==> src/acs_pkg.sv <==
`default_nettype none
package acs_pkg;

  // ---------------------------------------------------------------
  // Register offsets
  // ---------------------------------------------------------------
  localparam logic [7:0] ACS_OFF_CTRL_ONE   = 8'h00;
  localparam logic [7:0] ACS_OFF_CTRL_TWO   = 8'h01;
  localparam logic [7:0] ACS_OFF_CTRL_THREE = 8'h02;
  localparam logic [7:0] ACS_OFF_MUX_SEL    = 8'h03;
  localparam logic [7:0] ACS_OFF_SCAN_MASK  = 8'h04;
  localparam logic [7:0] ACS_OFF_BUF_BASE   = 8'h10;

  // ---------------------------------------------------------------
  // Writable masks and reset values
  // ---------------------------------------------------------------
  localparam logic [15:0] ACS_MASK_CTRL_ONE   = 16'h0008;
  localparam logic [15:0] ACS_MASK_CTRL_TWO   = 16'hF73F;
  localparam logic [15:0] ACS_MASK_CTRL_THREE = 16'h1FBF;
  localparam logic [15:0] ACS_MASK_MUX_SEL    = 16'hFFFF;
  localparam logic [15:0] ACS_RST_REG         = 16'h0000;

  // ---------------------------------------------------------------
  // Field positions
  // ---------------------------------------------------------------
  localparam int ACS_B_CONVERSION_ACTIVE_FLAG_ACTIVE = 0;
  localparam int ACS_B_START       = 1;
  localparam int ACS_B_SIMSAMPLE   = 3;
  localparam int ACS_F_REF_LO      = 13;
  localparam int ACS_B_OFFSET      = 12;
  localparam int ACS_B_SCAN_EN     = 10;
  localparam int ACS_F_PATHS_LO    = 8;
  localparam int ACS_B_FILL_HALF   = 7;
  localparam int ACS_F_SAMPLES_PER_IRQ_LO     = 2;
  localparam int ACS_B_SPLIT       = 1;
  localparam int ACS_B_ALT         = 0;
  localparam int ACS_F_AUTO_SAMPLE_TIME_LO     = 8;
  localparam int ACS_B_RC_CLK      = 7;
  localparam int ACS_F_DIV_LO      = 0;
  localparam int ACS_F_SET_B_LO    = 8;

  // ---------------------------------------------------------------
  // Encodings and sizes
  // ---------------------------------------------------------------
  localparam logic [2:0] ACS_REF_MAX      = 3'h3;
  localparam logic [3:0] ACS_AUX_POS_LOW  = 4'h0;
  localparam logic [3:0] ACS_AUX_POS_HIGH = 4'h3;
  localparam logic [3:0] ACS_AUX_NEG_LOW  = 4'h6;
  localparam logic [3:0] ACS_AUX_NEG_HIGH = 4'h9;
  localparam int          ACS_BUF_DEPTH   = 16;
  localparam int          ACS_RES_W       = 10;

  typedef enum logic [1:0] {
    ST_IDLE   = 2'b00,
    ST_SAMPLE = 2'b01,
    ST_CONVERSION_ACTIVE_FLAG   = 2'b10,
    ST_WAIT   = 2'b11
  } acs_state_t;

  typedef struct packed {
    logic [3:0] primPos;
    logic       primNegIsPin;
    logic [2:0][3:0] auxPos;
    logic [2:0][3:0] auxNeg;
    logic       auxNegIsRef;
  } acs_mux_t;

  typedef struct packed {
    logic       sampling;
    logic       convStart;
    logic [1:0] pathIdx;
    logic       offsetShort;
    logic [1:0] refPair;
  } acs_core_t;

endpackage
`default_nettype wire

==> src/acs_tad_gen.sv <==
`timescale 1ns/1ps
`default_nettype none
module acs_tad_gen
  import acs_pkg::*;
(
  // Clock and reset
  input  wire logic       mclk,
  input  wire logic       rst,
  input  wire logic       ce,
  // Control
  input  wire logic       rcSel,
  input  wire logic [5:0] divider,
  input  wire logic       rcRise,
  // Conversion clock tick
  output logic            tadTick
);

  logic [6:0] divCnt_r;
  logic [6:0] divLimit;

  assign divLimit = {divider, 1'b1};

  always_ff @(posedge mclk) begin
    if (rst) begin
      divCnt_r <= 7'h00;
    end else if (ce) begin
      if (rcSel || divCnt_r >= divLimit) begin
        divCnt_r <= 7'h00;
      end else begin
        divCnt_r <= divCnt_r + 7'h01;
      end
    end
  end

  assign tadTick = ce && (rcSel ? rcRise : (divCnt_r >= divLimit));

endmodule
`default_nettype wire

==> src/acs_seq.sv <==
// Notes on behaviour
// - Busy flag high during conversion, hardware cleared
// - Reference pair select, unused codes use supply
// - Offset calibration shorts sample-hold inputs
// - Scan enable steps primary positive in set A
// - Path count: one, two or four paths
// - Fill status shows which half is filling
// - Interrupt after every (field+1) conversions
// - Split mode alternates start at 0x0, 0x8
// - Alternate mode swaps set A and B
// - Auto sample time in conversion clock periods
// - Clock source: RC oscillator or system
// - Divider period is 2*(field+1) cycles
// - Aux negative inputs 9-11, 6-8 or reference
// - Aux positive inputs 3-5 or 0-2
// - Primary negative: input 1 or reference
// - Primary positive input equals four-bit code
// - Set B fields mirror set A encodings
// - Unimplemented bits read zero, ignore writes
// - Simultaneous sampling of all enabled paths
// - Scan includes only masked-in inputs
//
// Our own choices: the plain strobed port and the address map.
`timescale 1ns/1ps
`default_nettype none
module acs_seq
  import acs_pkg::*;
(
  // Clock and reset
  input  wire logic                 mclk,
  input  wire logic                 rst,
  input  wire logic                 ce,
  // Register port
  input  wire logic [7:0]           regAddr,
  input  wire logic [15:0]          regWrData,
  input  wire logic                 regWr,
  input  wire logic                 regRd,
  output logic      [15:0]          regRdData,
  // Converter core
  input  wire logic                 coreDone,
  input  wire logic [ACS_RES_W-1:0] coreResult,
  input  wire logic                 rcClk,
  output acs_core_t                 coreCtl,
  output acs_mux_t                  muxSel,
  // Events and status
  output logic                      irqPulse,
  output logic                      convActive
);

  // ---------------------------------------------------------------
  // Registers
  // ---------------------------------------------------------------
  logic [15:0]          ctrlOne_r;
  logic [15:0]          ctrlTwo_r;
  logic [15:0]          ctrlThree_r;
  logic [15:0]          muxSel_r;
  logic [15:0]          scanMask_r;
  logic [15:0]          regRdData_r;
  logic [ACS_RES_W-1:0] resBuf [ACS_BUF_DEPTH];

  acs_state_t           state_r;
  logic [4:0]           tadCnt_r;
  logic [1:0]           pathIdx_r;
  logic [3:0]           wrPtr_r;
  logic [3:0]           sampleCnt_r;
  logic                 fillHalf_r;
  logic                 useSetB_r;
  logic [3:0]           scanCur_r;
  logic                 irqPulse_r;
  logic                 convStart_r;
  logic                 startReq;

  logic                 doneS1_r, doneS2_r, doneS3_r;
  logic [ACS_RES_W-1:0] resS1_r, resS2_r;
  logic                 rcS1_r, rcS2_r, rcS3_r;
  logic                 doneRise;
  logic                 rcRise;
  logic                 tadTick;

  // Field views
  logic [2:0] refCode;
  logic [1:0] pathCode;
  logic [3:0] samples_per_irq;
  logic       splitMode;
  logic       altMode;
  logic       scanEn;
  logic       simSample;
  logic [4:0] auto_sample_time;
  logic [1:0] lastPath;
  logic [7:0] setSel;
  logic       lastConv;

  assign refCode   = ctrlTwo_r[ACS_F_REF_LO +: 3];
  assign pathCode  = ctrlTwo_r[ACS_F_PATHS_LO +: 2];
  assign samples_per_irq      = ctrlTwo_r[ACS_F_SAMPLES_PER_IRQ_LO +: 4];
  assign splitMode = ctrlTwo_r[ACS_B_SPLIT];
  assign altMode   = ctrlTwo_r[ACS_B_ALT];
  assign scanEn    = ctrlTwo_r[ACS_B_SCAN_EN];
  assign simSample = ctrlOne_r[ACS_B_SIMSAMPLE];
  assign auto_sample_time      = ctrlThree_r[ACS_F_AUTO_SAMPLE_TIME_LO +: 5];

  assign lastPath = pathCode[1] ? 2'h3 : {1'b0, pathCode[0]};
  assign setSel   = useSetB_r ? muxSel_r[ACS_F_SET_B_LO +: 8] : muxSel_r[7:0];
  assign startReq = regWr && regAddr == ACS_OFF_CTRL_ONE && regWrData[ACS_B_START];
  assign lastConv = pathIdx_r == lastPath;

  // ---------------------------------------------------------------
  // Input synchronisers
  // ---------------------------------------------------------------
  always_ff @(posedge mclk) begin
    if (rst) begin
      doneS1_r <= 1'b0;
      doneS2_r <= 1'b0;
      doneS3_r <= 1'b0;
      resS1_r  <= '0;
      resS2_r  <= '0;
      rcS1_r   <= 1'b0;
      rcS2_r   <= 1'b0;
      rcS3_r   <= 1'b0;
    end else if (ce) begin
      doneS1_r <= coreDone;
      doneS2_r <= doneS1_r;
      doneS3_r <= doneS2_r;
      resS1_r  <= coreResult;
      resS2_r  <= resS1_r;
      rcS1_r   <= rcClk;
      rcS2_r   <= rcS1_r;
      rcS3_r   <= rcS2_r;
    end
  end

  assign doneRise = doneS2_r && !doneS3_r && state_r == ST_WAIT;
  assign rcRise   = rcS2_r && !rcS3_r;

  // ---------------------------------------------------------------
  // Conversion clock
  // ---------------------------------------------------------------
  acs_tad_gen uTad (
    .mclk    (mclk),
    .rst     (rst),
    .ce      (ce),
    .rcSel   (ctrlThree_r[ACS_B_RC_CLK]),
    .divider (ctrlThree_r[ACS_F_DIV_LO +: 6]),
    .rcRise  (rcRise),
    .tadTick (tadTick)
  );

  // ---------------------------------------------------------------
  // Scan order
  // ---------------------------------------------------------------
  // Ascending with wrap
  function automatic logic [3:0] nextScan(input logic [15:0] mask, input logic [3:0] cur);
    logic [3:0] idx;
    logic       found;
    nextScan = cur;
    found    = 1'b0;
    for (int i = 1; i <= 16; i++) begin
      idx = cur + 4'(i);
      if (!found && mask[idx]) begin
        nextScan = idx;
        found    = 1'b1;
      end
    end
  endfunction

  // ---------------------------------------------------------------
  // Register writes
  // ---------------------------------------------------------------
  // Masked writes
  always_ff @(posedge mclk) begin
    if (rst) begin
      ctrlOne_r   <= ACS_RST_REG;
      ctrlTwo_r   <= ACS_RST_REG;
      ctrlThree_r <= ACS_RST_REG;
      muxSel_r    <= ACS_RST_REG;
      scanMask_r  <= ACS_RST_REG;
    end else if (ce && regWr) begin
      case (regAddr)
        ACS_OFF_CTRL_ONE:   ctrlOne_r   <= regWrData & ACS_MASK_CTRL_ONE;
        ACS_OFF_CTRL_TWO:   ctrlTwo_r   <= regWrData & ACS_MASK_CTRL_TWO;
        ACS_OFF_CTRL_THREE: ctrlThree_r <= regWrData & ACS_MASK_CTRL_THREE;
        ACS_OFF_MUX_SEL:    muxSel_r    <= regWrData & ACS_MASK_MUX_SEL;
        ACS_OFF_SCAN_MASK:  scanMask_r  <= regWrData;
        default:            ctrlOne_r   <= ctrlOne_r;
      endcase
    end
  end

  // ---------------------------------------------------------------
  // Register reads
  // ---------------------------------------------------------------
  always_ff @(posedge mclk) begin
    if (rst) begin
      regRdData_r <= 16'h0000;
    end else if (ce) begin
      regRdData_r <= 16'h0000;
      if (regRd) begin
        if (regAddr >= ACS_OFF_BUF_BASE && regAddr < ACS_OFF_BUF_BASE + 8'h10) begin
          regRdData_r <= {6'h00, resBuf[regAddr[3:0]]};
        end else begin
          case (regAddr)
            ACS_OFF_CTRL_ONE: begin
              regRdData_r <= ctrlOne_r;
              regRdData_r[ACS_B_CONVERSION_ACTIVE_FLAG_ACTIVE] <= convActive;
            end
            ACS_OFF_CTRL_TWO: begin
              regRdData_r <= ctrlTwo_r;
              regRdData_r[ACS_B_FILL_HALF] <= fillHalf_r;
            end
            ACS_OFF_CTRL_THREE: regRdData_r <= ctrlThree_r;
            ACS_OFF_MUX_SEL:    regRdData_r <= muxSel_r;
            ACS_OFF_SCAN_MASK:  regRdData_r <= scanMask_r;
            default:            regRdData_r <= 16'h0000;
          endcase
        end
      end
    end
  end

  assign regRdData = regRdData_r;

  // ---------------------------------------------------------------
  // Sequencer
  // ---------------------------------------------------------------
  always_ff @(posedge mclk) begin
    if (rst) begin
      state_r     <= ST_IDLE;
      tadCnt_r    <= 5'h00;
      pathIdx_r   <= 2'h0;
      convStart_r <= 1'b0;
    end else if (ce) begin
      convStart_r <= 1'b0;
      case (state_r)
        ST_IDLE: begin
          if (startReq) begin
            state_r   <= ST_SAMPLE;
            tadCnt_r  <= 5'h00;
            pathIdx_r <= 2'h0;
          end
        end
        ST_SAMPLE: begin
          if (tadCnt_r >= auto_sample_time) begin
            state_r <= ST_CONVERSION_ACTIVE_FLAG;
          end else if (tadTick) begin
            tadCnt_r <= tadCnt_r + 5'h01;
          end
        end
        ST_CONVERSION_ACTIVE_FLAG: begin
          convStart_r <= 1'b1;
          state_r     <= ST_WAIT;
        end
        ST_WAIT: begin
          if (doneRise) begin
            tadCnt_r <= 5'h00;
            if (lastConv) begin
              state_r <= ST_IDLE;
            end else begin
              pathIdx_r <= pathIdx_r + 2'h1;
              state_r   <= (simSample && lastPath != 2'h0) ? ST_CONVERSION_ACTIVE_FLAG : ST_SAMPLE;
            end
          end
        end
        default: state_r <= ST_IDLE;
      endcase
    end
  end

  assign convActive = state_r == ST_CONVERSION_ACTIVE_FLAG || state_r == ST_WAIT;

  // ---------------------------------------------------------------
  // Alternate set and scan position
  // ---------------------------------------------------------------
  always_ff @(posedge mclk) begin
    if (rst) begin
      useSetB_r <= 1'b0;
      scanCur_r <= 4'h0;
    end else if (ce) begin
      if (regWr && (regAddr == ACS_OFF_SCAN_MASK || regAddr == ACS_OFF_CTRL_TWO)) begin
        scanCur_r <= nextScan(regAddr == ACS_OFF_SCAN_MASK ? regWrData : scanMask_r, 4'hF);
      end else if (doneRise && lastConv && scanEn && !useSetB_r) begin
        scanCur_r <= nextScan(scanMask_r, scanCur_r);
      end
      if (!altMode) begin
        useSetB_r <= 1'b0;
      end else if (doneRise && lastConv) begin
        useSetB_r <= !useSetB_r;
      end
    end
  end

  // ---------------------------------------------------------------
  // Result buffer and interrupt count
  // ---------------------------------------------------------------
  always_ff @(posedge mclk) begin
    if (ce && doneRise) begin
      resBuf[wrPtr_r] <= resS2_r;
    end
  end

  always_ff @(posedge mclk) begin
    if (rst) begin
      wrPtr_r     <= 4'h0;
      sampleCnt_r <= 4'h0;
      fillHalf_r  <= 1'b0;
      irqPulse_r  <= 1'b0;
    end else if (ce) begin
      irqPulse_r <= 1'b0;
      if (doneRise) begin
        if (sampleCnt_r == samples_per_irq) begin
          irqPulse_r  <= 1'b1;
          sampleCnt_r <= 4'h0;
          if (splitMode) begin
            fillHalf_r <= !fillHalf_r;
            wrPtr_r    <= {!fillHalf_r, 3'h0};
          end else begin
            fillHalf_r <= 1'b0;
            wrPtr_r    <= 4'h0;
          end
        end else begin
          sampleCnt_r <= sampleCnt_r + 4'h1;
          wrPtr_r     <= splitMode ? {fillHalf_r, wrPtr_r[2:0] + 3'h1} : wrPtr_r + 4'h1;
        end
      end
    end
  end

  assign irqPulse = irqPulse_r;

  // ---------------------------------------------------------------
  // Core and multiplexer controls
  // ---------------------------------------------------------------
  always_comb begin
    coreCtl.sampling    = state_r == ST_SAMPLE;
    coreCtl.convStart   = convStart_r;
    coreCtl.pathIdx     = pathIdx_r;
    coreCtl.offsetShort = ctrlTwo_r[ACS_B_OFFSET];
    coreCtl.refPair     = refCode > ACS_REF_MAX ? 2'h0 : refCode[1:0];
  end

  assign muxSel.primPos      = (scanEn && !useSetB_r) ? scanCur_r : setSel[3:0];
  assign muxSel.primNegIsPin = setSel[4];
  assign muxSel.auxNegIsRef  = !setSel[7];

  for (genvar k = 0; k < 3; k++) begin : gAux
    assign muxSel.auxPos[k] = (setSel[5] ? ACS_AUX_POS_HIGH : ACS_AUX_POS_LOW) + 4'(k);
    assign muxSel.auxNeg[k] = (setSel[6] ? ACS_AUX_NEG_HIGH : ACS_AUX_NEG_LOW) + 4'(k);
  end

endmodule
`default_nettype wire

==> config.mk <==
export PLATFORM = sky130hd
export DESIGN_NAME = acs_seq
export DESIGN_NICKNAME = d
export VERILOG_FILES = /design/src/acs_pkg.sv /design/src/acs_tad_gen.sv /design/src/acs_seq.sv
export SDC_FILE = /design/constraint.sdc
export NUM_CORES = 1
export LEC_CHECK = 0
export ABC_AREA = 1
export BUFFER_PORTS_ARGS = -buffer_cell sky130_fd_sc_hd__buf_2
export CORE_ASPECT_RATIO = 1.1
export CORE_MARGIN = 4
export CORE_UTILIZATION = 40
export DETAILED_ROUTE_END_ITERATION = 6
export SYNTH_ARGS = -nofsm -noshare
export SYNTH_HDL_FRONTEND = slang
export SYNTH_HIERARCHICAL = 1
export SYNTH_SLANG_ARGS = --single-unit
==> constraint.sdc <==
create_clock -name mclk -period 4.37 [get_ports mclk]
set_input_delay 0.2185 -clock mclk [delete_from_list [all_inputs] [get_ports mclk]]
set_output_delay 0.2185 -clock mclk [all_outputs]
set_load 0.01 [all_outputs]
==> results of run 1 <==
## flip-flops by register name, indices dropped and copies added, names as in the netlist, 10 cells and up
name / flops
muxSel_r: 16
ctrlTwo_r: 13
ctrlThree_r: 12
resBuf: 160
resS1_r: 10
scanMask_r: 16
regRdData: 16
resS2_r: 10
## cell type report
cell class	count	area share, %
Clock buffer	42	5.320
Clock inverter	10	1.162
Inverter	170	3.949
Multi-Input combinational cell	1084	34.56
Sequential cell	292	46.09
Tap cell	438	3.392
Timing Repair Buffer	139	5.529
## critical path, delay by kind of cell, from the launching register on
kind / cells / cell delay, ns
fa+ha+maj: 1 / 0.48
buf+inv: 4 / 0.65
flops: 1 / 0.61
simple gates: 12 / 1.56
compound gates: 2 / 0.44
## cells in the final DEF (no fill, tap or decap), drive strengths merged, types with 3 or more instances in the layout
master	count
nand2	286
nor2	193
inv	169
edfxtp	160
o21ai	159
dfxtp	132
buf	112
nand3	106
o22ai	87
a21oi	80
clkbuf	42
dlygate4sd3	27
ha	26
nor3	25
o2111ai	19
xor2	17
nand4	17
o21a	8
conb	8
a211oi	7
a31oi	6
o311ai	6
clkinv	6
xnor2	5
bufinv	5
o31ai	4
o211ai	4
o221ai	3
o41ai	3
nor4	3
nor3b	3
or2	3
## worst paths after layout
| check | end | cells after the start |
|---|---|---|
| setup / recovery | scanCur_r[0]$_SDFFE_PP0P_ | 19 |
| hold / removal | regRdData[8]$_SDFFE_PP0P_ | 3 |
| setup reg to reg | scanCur_r[0]$_SDFFE_PP0P_ | 19 |
| hold reg to reg | irqPulse$_SDFFE_PP0P_ | 2 |
## metal layers
layer  up-vias  GRT usage [%]  share of wire, %
li1       5803              -                 -
met1      5637          30.11                44
met2       423          36.36                47
met3        78          2.999               6.6
met4         2          6.498               3.0
met5         -              0             0.028
## through the flow
stage               setup slack, ns  util, %  cell area [sq um]  hold WS (ns)  cells
floorplan                     1.200        -              14130        0.3534   1638
global placement             0.5916    43.06              14840        0.4415   2096
detailed placement           0.6099    43.06              14840        0.4467   2096
CTS                          0.5793    46.88              16160       0.05498   2175
global route                 0.1978    46.88              16160       0.08262   2175
finish                       0.5116    46.88              16160       0.05939   2175
## power breakdown
part / switching (mW) / leakage, nW / internal [mW]
combinational: 0.349 / 3.42 / 0.164
clock: 1.06 / 0.513 / 1.66
sequential: 0.0571 / 2.54 / 2.93
## cells by family (layout without fill, tap and decap cells)
kind of cell / Yosys count / in the layout / share of synthesized area [%]
other: 2 / 8 / 0.05325
multiplexers: 1 / 1 / 0.07098
adder cells (fa/ha/maj): 26 / 26 / 2.307
XOR/XNOR: 22 / 22 / 1.366
AO/OA/AOI/OAI: 389 / 389 / 15.94
flip-flops: 292 / 292 / 52.80
AND/OR/NAND/NOR: 638 / 638 / 19.69
buffers and inverters: 262 / 361 / 7.763
==> impl_results.md, run 1 <==
- Syn Std Cell Area: 14,100 sq um
- Nets@finish: 1,785
- Area leader, netlist: edfxtp_1
- Maximum VDD drop: ~300 uV
- Layout area overhead: 14.57%
- Ys Warns: 6
- Largest cells by area after synthesis: edfxtp_1 (34%), dfxtp_1 (19%), nand2_1 (7.5%)
- Initial DRC count: just over 1,000
- Number of global-route vias before repair: around 11,000
- Antenna violations before repair: 1
- Mean number of vias per cell: 5.491
- Sequential share of the synthesized area: 52.80%
- Final ANT Viol Nets: 0
- Ys async rst share: 0%
- Die ar.: 38,330 sq um
- Worst-Margin Slew: 1.139 ns
- CP Class: reg -> reg
- DRC Markers: 0
- Worst setup EP type: flip-flop
- DIE WIDTH: 187.0 um
- Pin count of the biggest net entering global routing: 49
- Reg2Reg Setup Slack: 0.51 ns
- Clock-pin slew on the worst setup and hold paths: roughly 0.060 ns
- Die height: 204.9 um
- Max-cap violations: 0
- TNS Setup: 0 ns
- Share of layout cells above drive strength 1: between 10% and 20%
- Post-synth top cells: nand2_1 (280), nor2_1 (186), inv_1 (163)
- CTS Sinks: 292
- Area occupied by multi-input gates: 5584 sq um
- #FFs+latches synth: 292
- RR Startpoint: scanCur_r[2]$_SDFFE_PP0P_
- Area fraction of the dominant cell type after synthesis: 34.07%
- Post-Syn Area per Cell: 8.642 sq um
- Count leader, synth: nand2_1
- Type of origin of the critical path: flip-flop
- Total track usage: 21.89%
- Setup crit start: scanCur_r[2]$_SDFFE_PP0P_
- Fin crit share: 88.29%
- EDFF count, synth: 160
- Slew Viols, Final: 0
- First drt pass iteration count: 6
- Slew Limit Headroom: 23.81%
- Total CTS buffers: 31
- Congestion Overflow GR: 0
- Maximum fanout along the worst path: 11
- Fin. Hold Viols: 0
- CTS root buf: clkbuf_16
- Clock skew: 0.03663 ns
- Arr. time, crit path: about 4.3 ns
- Max incr delay on CP: 0.61 ns
- Leakage Power: between 6 and 7 nW
- Core area: 34,470 sq um
- Routed wire length per instance: 19.85 um
- Antenna Cells: 0
- Mapped Cells: 1,632
- Status: finished clean
- Reg area: 7447 sq um
- Detail Placement HPWL: 30.75 mm
- Most numerous cell on the critical path: nand2_1
- PortBufs: just under 90
- HP Class: in -> reg
- Htree depth: 1
- HP Start: regRd
- Clock buffer depth: 3
- Critical Path, Cell by Cell: inv_2 -> ha_1 -> inv_1 -> nand3_1 -> nand2_1 -> nand2_1 -> inv_1 -> a21oi_1 -> nand4_4 -> nor2_4 -> nand4_1 -> inv_2 -> nor3_1 -> nand4_1 -> nand2_1 -> nor2_1 -> o2111ai_1 -> nand2_1 -> nor2_1
- Clk Latency, worst-skew pair: ~0.58 ns
- Pwr dens: 384.8 nW/um^2
- RePlAce Congestion: 0.8943
- Starting Density: 40.92%
- Worst path slowest cell: dfxtp_1
- Drt total wl: 43.16 mm
- TritonCTS clock tree: done
- Total of fill cells in the finished design: 3,356
- First-pass GRT wire length: 66.10 mm
- WP data required: roughly 4.8 ns
- Tot Pwr: 6.217 mW
- Num ports: 96
- F_max: around 260 MHz
- Synth unique cells: 51
- Routed vias: 11,940
- Std-Cell Rows: 71
- RSZ-0062 raised after global routing: no
- Post-CTS setup buffers: 0
- Tmin final: 3.858 ns
- Primary FF master, synth: edfxtp_1
- Finish-stage setup viols: 0
- Post-CTS Resized: 0
- Cts hold-fix bufs: 27
No activity file was read; power rests on OpenSTA's default activity.
==> run 2, diff against run 1 <==
- ABC_AREA: 1 -> not set
==> run 2 against run 1 <==
  * The run now ends with design-rule violations left
  * Via count decreased by 6.0%
  * Fmax down 5.5%
  * Clock skew is 0.024 ns lower
  * Critical path depth shrank 8
  * Sequential cell count did not move
  * Final area increased by 6.8%
  * Largest cell class unchanged
==> impl_results.md, run 2 <==
- Pwr dens: 334.4 nW/um^2
- Total of fill cells in the finished design: roughly 3,400
- Starting Density: about two fifths
- Fin crit share: between 90% and 100%
- Largest register FFs: 160
- Number of global-route vias before repair: 10,980
- Area fraction of the dominant cell type after synthesis: a little under a third
- Metal-1 WL: 17.14 mm
- Routed wire length per instance: 21.73 um
- Reg2reg path depth: 11
- Worst-Margin Slew: 1.083 ns
- Mapped Cells: 1,367
- Worst setup EP type: flip-flop
- RR Startpoint: scanCur_r[1]$_SDFFE_PP0P_
- Min Hold Slack: 0.03031 ns
- Design area: 17,260 sq um
- Final ANT Viol Nets: 0
- Syn Std Cell Area: 15,040 sq um
- F_max: about 240 MHz
- Hold Path Sink: muxSel_r[9]$_SDFFE_PP0P_
- Finished Layout Cells: roughly 2,000
- Tmin final: 4.083 ns
- DIE WIDTH: between 150 and 200 um
- #FFs+latches synth: 292
- Area leader, netlist: edfxtp_1
- Slew Limit Headroom: 27.13%
- Htree depth: 1
- Placed Instances: about 1,900
- WP data required: 4.82 ns
- WL met3: about 2.1 mm
- Largest cells by area after synthesis: edfxtp_1 (32%), dfxtp_1 (18%), mux4_2 (11%)
- Primary FF master, synth: edfxtp_1
- TritonCTS clock tree: done
- Met2 Routed Length: 21.52 mm
- Core area: roughly 37,000 sq um
- Finish-stage setup viols: 0
- Die height: 211.4 um
- HP Class: in -> reg
- Antenna violations before repair: 4
- First drt pass iteration count: 7
- Nets@finish: 1,523
- Total CTS buffers: 30
- WP depth: 11
- Ys Warns: 6
- Buf+Inv Stages, Crit Path: 2
- Worst Slack Setup Final: 0.2865 ns
- Drt total wl: roughly 43 mm
- Congestion Overflow GR: 0
- RSZ-0062 raised after global routing: no
- CP top delay family: simple AND/OR/NAND/NOR gates
- Clock-pin slew on the worst setup and hold paths: about 0.06 ns
- HP Start: regWrData[9]
- Routed vias: 11,220
- Reg2Reg Setup Slack: roughly 0.29 ns
- Max-cap violations: 0
- CTS root buf: clkbuf_16
- Failing checks: design-rule violations
- Clock skew: between 0.01 and 0.015 ns
- Die ar.: 40,770 sq um
- Sequential share of the synthesized area: 49.51%
- Max incr delay on CP: 0.65 ns
- Mean number of vias per cell: approximately 5.7
- Most frequent cells in the layout: nand2_1 (180), edfxtp_1 (160), dfxtp_1 (132), a21oi_1 (119), nor2_1 (104)
- Detail Placement HPWL: 31.24 mm
- TNS Setup: 0 ns
- Count leader, synth: nand2_1
- Post-Syn Area per Cell: 11.00 sq um
- Largest Register: resBuf
- Type of origin of the critical path: flip-flop
- Status: finished, violations left
- CP Class: reg -> reg
- Capturing point of the worst reg2reg path: scanCur_r[3]$_SDFFE_PP0P_
- Layout area overhead: 14.75%
- Num ports: 96
- Fin. Hold Viols: 0
- Maximum VDD drop: 397.4 uV
- Share of layout cells above drive strength 1: 20.07%
- Clock buffer depth: 3
- Total track usage: just over 20%
- Initial DRC count: about 960
- Synth unique cells: 74
- Most common cell after layout, fill and taps aside: nand2_1
- Std-Cell Rows: between 70 and 80
- EDFF count, synth: 160
- Ys async rst share: 0%
- Most numerous cell on the critical path: mux2i_1
- Worst path slowest cell: ha_1
- Post-synth top cells: nand2_1 (180), edfxtp_1 (160), dfxtp_1 (132)
- Clk Latency, worst-skew pair: between 0.5 and 0.6 ns
- Leakage Power: between 5 and 6 nW
- Post-Place Cell Area: around 16,000 sq um
- Maximum fanout along the worst path: 12
- Arr. time, crit path: 4.53 ns
- Min-Delay Path Depth: 3
- First-pass GRT wire length: between 60 and 70 mm
- Top sig layer: met5
- Post-CTS Resized: 0
- DP Worst Slack: slightly above 0.3 ns
- DRC Markers: 4
- PortBufs: 87
- Pin count of the biggest net entering global routing: 83
- Critical Path, Cell by Cell: clkinv_1 -> ha_1 -> buf_4 -> mux2i_1 -> mux4_2 -> mux2i_1 -> or4_4 -> or4_1 -> or3b_4 -> a221o_1 -> and3b_1
- CTS Sinks: a little under 300
- RePlAce Congestion: 0.9837
- Slew Viols, Final: 0
## run 2: cell count changes after synthesis, moves of 18 or more
cell,delta
a21oi_1,+39
a22oi_1,+26
inv_1,-134
mux2_2,+25
mux2i_1,+76
mux4_2,+72
nand2_1,-100
nand3_1,-77
nor2_1,-82
o2111ai_1,-18
o21ai_0,-131
o22ai_1,-73
## run 2: area by class of cell
type                            count  area (sq um)  share of cell area [%]
Inverter                           34         127.6                  0.7394
Antenna cell                        1         2.502                 0.01450
Clock inverter                     18         209.0                   1.211
Clock buffer                       38         810.8                   4.698
Tap cell                          494         618.1                   3.581
Timing Repair Buffer              167          1101                   6.380
Sequential cell                   292          7447                   43.15
Multi-Input combinational cell    931          6943                   40.23
## run 2: layer usage
layer / up-vias / track usage (%)
met5: - / 0
met4: 6 / 9.346
met3: 116 / 2.589
met2: 352 / 35.63
met1: 5485 / 26.29
li1: 5262 / -
## run 2: worst max path at each step
| stage | start | to | slack (ns) |
|---|---|---|---|
| after floorplan | scanCur_r[0]$_SDFFE_PP0P_ | scanCur_r[3]$_SDFFE_PP0P_ | 0.11 |
| after global placement | scanCur_r[0]$_SDFFE_PP0P_ | scanCur_r[3]$_SDFFE_PP0P_ | 0.41 |
| after detailed placement | scanCur_r[1]$_SDFFE_PP0P_ | scanCur_r[3]$_SDFFE_PP0P_ | 0.31 |
| after CTS | scanCur_r[1]$_SDFFE_PP0P_ | scanCur_r[3]$_SDFFE_PP0P_ | 0.29 |
| after global routing | scanCur_r[1]$_SDFFE_PP0P_ | scanCur_r[1]$_SDFFE_PP0P_ | 0.03 |
| final | scanCur_r[1]$_SDFFE_PP0P_ | scanCur_r[3]$_SDFFE_PP0P_ | 0.29 |
## run 2: power by group
part,switching [mW],internal [mW]
Clock,1.07,1.55
Sequential,0.0236,2.90
Combinational,0.133,0.0973
Total,1.23,4.55
## run 2: repair_timing
item                                   in CTS  in global routing
hold buffers                               25                  0
endpoints found under the hold margin      44                  0
buffers inserted                            0                  0
## run 2: per-stage QoR
step	power, mW	utilization [%]
after floorplan	3.110	-
after global placement	3.189	43.06
after CTS	5.826	46.48
after global routing	5.972	46.49
after detailed placement	3.193	43.06
final	5.771	46.49
## run 2: worst register-to-register path, delay by kind of cell (launching register included)
family	cells	cell delay, ns
compound gates	1	0.29
fa+ha+maj	1	0.65
flops	1	0.34
buf+inv	2	0.34
mux	3	0.72
simple gates	4	1.63
## run 2: cell families (layout without fill, tap and decap cells)
| kind of cell | after synthesis | count (layout) | synth area share (%) |
|---|---|---|---|
| multiplexers | 174 | 174 | 17.78 |
| other | 2 | 9 | 0.04993 |
| AND/OR/NAND/NOR | 420 | 420 | 12.67 |
| adder cells (fa/ha/maj) | 26 | 26 | 2.163 |
| AO/OA/AOI/OAI | 273 | 273 | 11.56 |
| XOR/XNOR | 30 | 30 | 1.747 |
| buffers and inverters | 150 | 257 | 4.517 |
| flip-flops | 292 | 292 | 49.51 |
==> run 3, diff against run 2 <==
==> constraint.sdc (replaced) <==
create_clock -name mclk -period 4.37 [get_ports mclk]
set_input_delay 0.874 -clock mclk [delete_from_list [all_inputs] [get_ports mclk]]
set_output_delay 0.874 -clock mclk [all_outputs]
set_load 0.01 [all_outputs]
==> run 3 against run 2 <==
  * The run now ends clean
  * Combinational power down 7%
  * Sequential cell count unchanged
  * Fmax down 2.1%
  * Clock power shrank 8.4%
  * First-iteration DRC count decreased by 21%
  * Via count grew 0.28%
  * Utilization down 0.83 points
  * Total power decreased by 4.1%
  * Clock-buffer cell count up 1
  * Setup slack worse by 0.089 ns
  * Non-clock buffer count down 22
  * Highest routed layer unchanged
  * Register-to-register slack got worse by 0.09 ns
==> impl_results.md, run 3 (synthesis gave the netlist of run 2 again) <==
- Mean number of vias per cell: 5.764
- Finish-stage setup viols: 0
- DRC Markers: 0
- Max-cap violations: 0
- Status: finished clean
- Reg2reg path depth: 11
- TritonCTS clock tree: done
- Clk pwr share: between 40 and 50%
- CTS root buf: clkbuf_16
- Share of layout cells above drive strength 1: 19.96%
- Slew Limit Headroom: 23.70%
- F_max: 239.7 MHz
- Clock-pin slew on the worst setup and hold paths: 0.06 ns
- Nets@finish: 1,501
- RR Startpoint: scanCur_r[0]$_SDFFE_PP0P_
- Maximum VDD drop: 378.2 uV
- Leakage Power: 5.673 nW
- PortBufs: 87
- Finished Layout Cells: a little under 2,000
- Largest register FFs: 160
- Clock skew: 0.009512 ns
- Drt total wl: 43.17 mm
- Pwr dens: 326.3 nW/um^2
- DP Worst Slack: 0.2534 ns
- Type of origin of the critical path: flip-flop
- First-pass GRT wire length: roughly 66 mm
- Clock buffer depth: 3
- Total CTS buffers: 30
- Sw Share: 21.82%
- Worst-Margin Slew: 1.134 ns
- RePlAce Congestion: 0.9747
- CP top delay family: simple AND/OR/NAND/NOR gates
- Layout area overhead: 12.70%
- DIE WIDTH: between 150 and 200 um
- Num ports: 96
- Post-CTS setup buffers: 0
- Final ANT Viol Nets: 0
- Antenna violations before repair: 1
- Design area: approximately 17,000 sq um
- Reg2Reg Setup Slack: 0.20 ns
- Most frequent cells in the layout: nand2_1 (180), edfxtp_1 (160), dfxtp_1 (132), a21oi_1 (119), nor2_1 (104)
- Die height: 211.4 um
- Placed Instances: 1,896
- Maximum fanout along the worst path: 18
- Total track usage: 21.01%
- Min-Delay Path Depth: 2
- Sw Pwr: between 1 and 1.5 mW
- Htree depth: 1
- Initial DRC count: 762
- Hold Path Sink: regRdData[2]$_SDFFE_PP0P_
- Largest Register: resBuf
- Min Hold Slack: ~0.46 ns
- HP Start: regRdData[2]$_SDFFE_PP0P_
- Cts hold-fix bufs: 0
- Number of global-route vias before repair: roughly 11,000
- Most numerous cell on the critical path: mux2i_1
- Tmin final: 4.172 ns
- Post-Place Cell Area: 16,030 sq um
- Worst Slack Setup Final: slightly below 0.2 ns
- Comb power frac: approximately 4%
- WP depth: 11
- Detail Placement HPWL: about 31 mm
- Post-CTS Resized: 0
- RSZ-0062 raised after global routing: no
- Buf+Inv Stages, Crit Path: 2
- TNS Setup: 0 ns
- HP Class: reg -> reg
- Pin count of the biggest net entering global routing: around 70
- Capturing point of the worst reg2reg path: scanCur_r[3]$_SDFFE_PP0P_
- Core area: 37,130 sq um
- Routed wire length per instance: 22.11 um
- Fin. Hold Viols: 0
- Antenna Cells: 0
- Worst setup EP type: flip-flop
- Flop pwr share: between 50% and 60%
- Critical Path, Cell by Cell: inv_2 -> ha_1 -> buf_4 -> mux2i_1 -> mux4_2 -> mux2i_1 -> or4_4 -> or4_1 -> or3b_4 -> a221o_1 -> and3b_1
- Routed vias: 11,250
- First drt pass iteration count: 7
- Starting Density: approximately 41%
- Most common cell after layout, fill and taps aside: nand2_1
- WP data required: slightly below 5 ns
- Worst path slowest cell: ha_1
- Std-Cell Rows: 74
- Internal power: 4.325 mW
- Die ar.: 40,770 sq um
- CTS Sinks: 292
- Arr. time, crit path: 4.63 ns
- Slew Viols, Final: 0
- Clk Latency, worst-skew pair: 0.56 ns
- Fin crit share: 95.47%
- Congestion Overflow GR: 0
- Tot Pwr: 5.532 mW
- CP Class: reg -> reg
- Core Util, Final: between 40 and 50%
- Max incr delay on CP: about 0.62 ns
==> run 3: cell types whose count changed in the layout (fill, tap and decap cells not counted), sizes merged <==
cell         delta
dlygate4sd3    -25
inv             -1
clkbuf          +1
diode           -1
clkinvlp        -1
bufinv          -3
clkinv          +4
buf             +3
==> run 3: tightest hold or removal path, delay by kind of cell, from the launching register on <==
kind / cells / cell delay, ns
flip-flops: 1 / 0.30
AND/OR/NAND/NOR: 1 / 0.06
AO/OA/AOI/OAI: 1 / 0.05
==> run 3: metal layers <==
metal,routed length [um],track usage (%)
met5,13,0
met4,2312,10.16
met3,2237,2.622
met2,21460,35.80
met1,17140,26.52
==> run 3: area by class of cell <==
cell class / count / area, sq um
clock inverter: 17 / 118.9
inverter: 34 / 127.6
clock buffer: 39 / 798.3
sequential: 292 / 7447
timing repair buffer: 145 / 898.4
multi-input combinational: 931 / 6943
fill: 3461 / 20180
tap: 494 / 618.1
==> run 3: worst max path at each step <==
stage / from / to / slack [ns]
floorplan: scanCur_r[0]$_SDFFE_PP0P_ / scanCur_r[3]$_SDFFE_PP0P_ / 0.11
global placement: scanCur_r[0]$_SDFFE_PP0P_ / scanCur_r[3]$_SDFFE_PP0P_ / 0.35
detailed placement: scanCur_r[0]$_SDFFE_PP0P_ / scanCur_r[3]$_SDFFE_PP0P_ / 0.25
CTS: scanCur_r[0]$_SDFFE_PP0P_ / scanCur_r[3]$_SDFFE_PP0P_ / 0.23
global route: scanCur_r[1]$_SDFFE_PP0P_ / scanCur_r[3]$_SDFFE_PP0P_ / 0.009
finish: scanCur_r[0]$_SDFFE_PP0P_ / scanCur_r[3]$_SDFFE_PP0P_ / 0.20
==> run 3: power groups by stage <==
stage | combinational, mW | clock (mW) | sequential [mW]
final | 0.214 | 2.40 | 2.92
after global routing | 0.231 | 2.57 | 2.92
after CTS | 0.214 | 2.45 | 2.92
after detailed placement | 0.214 | 0 | 2.98
after global placement | 0.212 | 0 | 2.98
after floorplan | 0.141 | 0 | 2.97
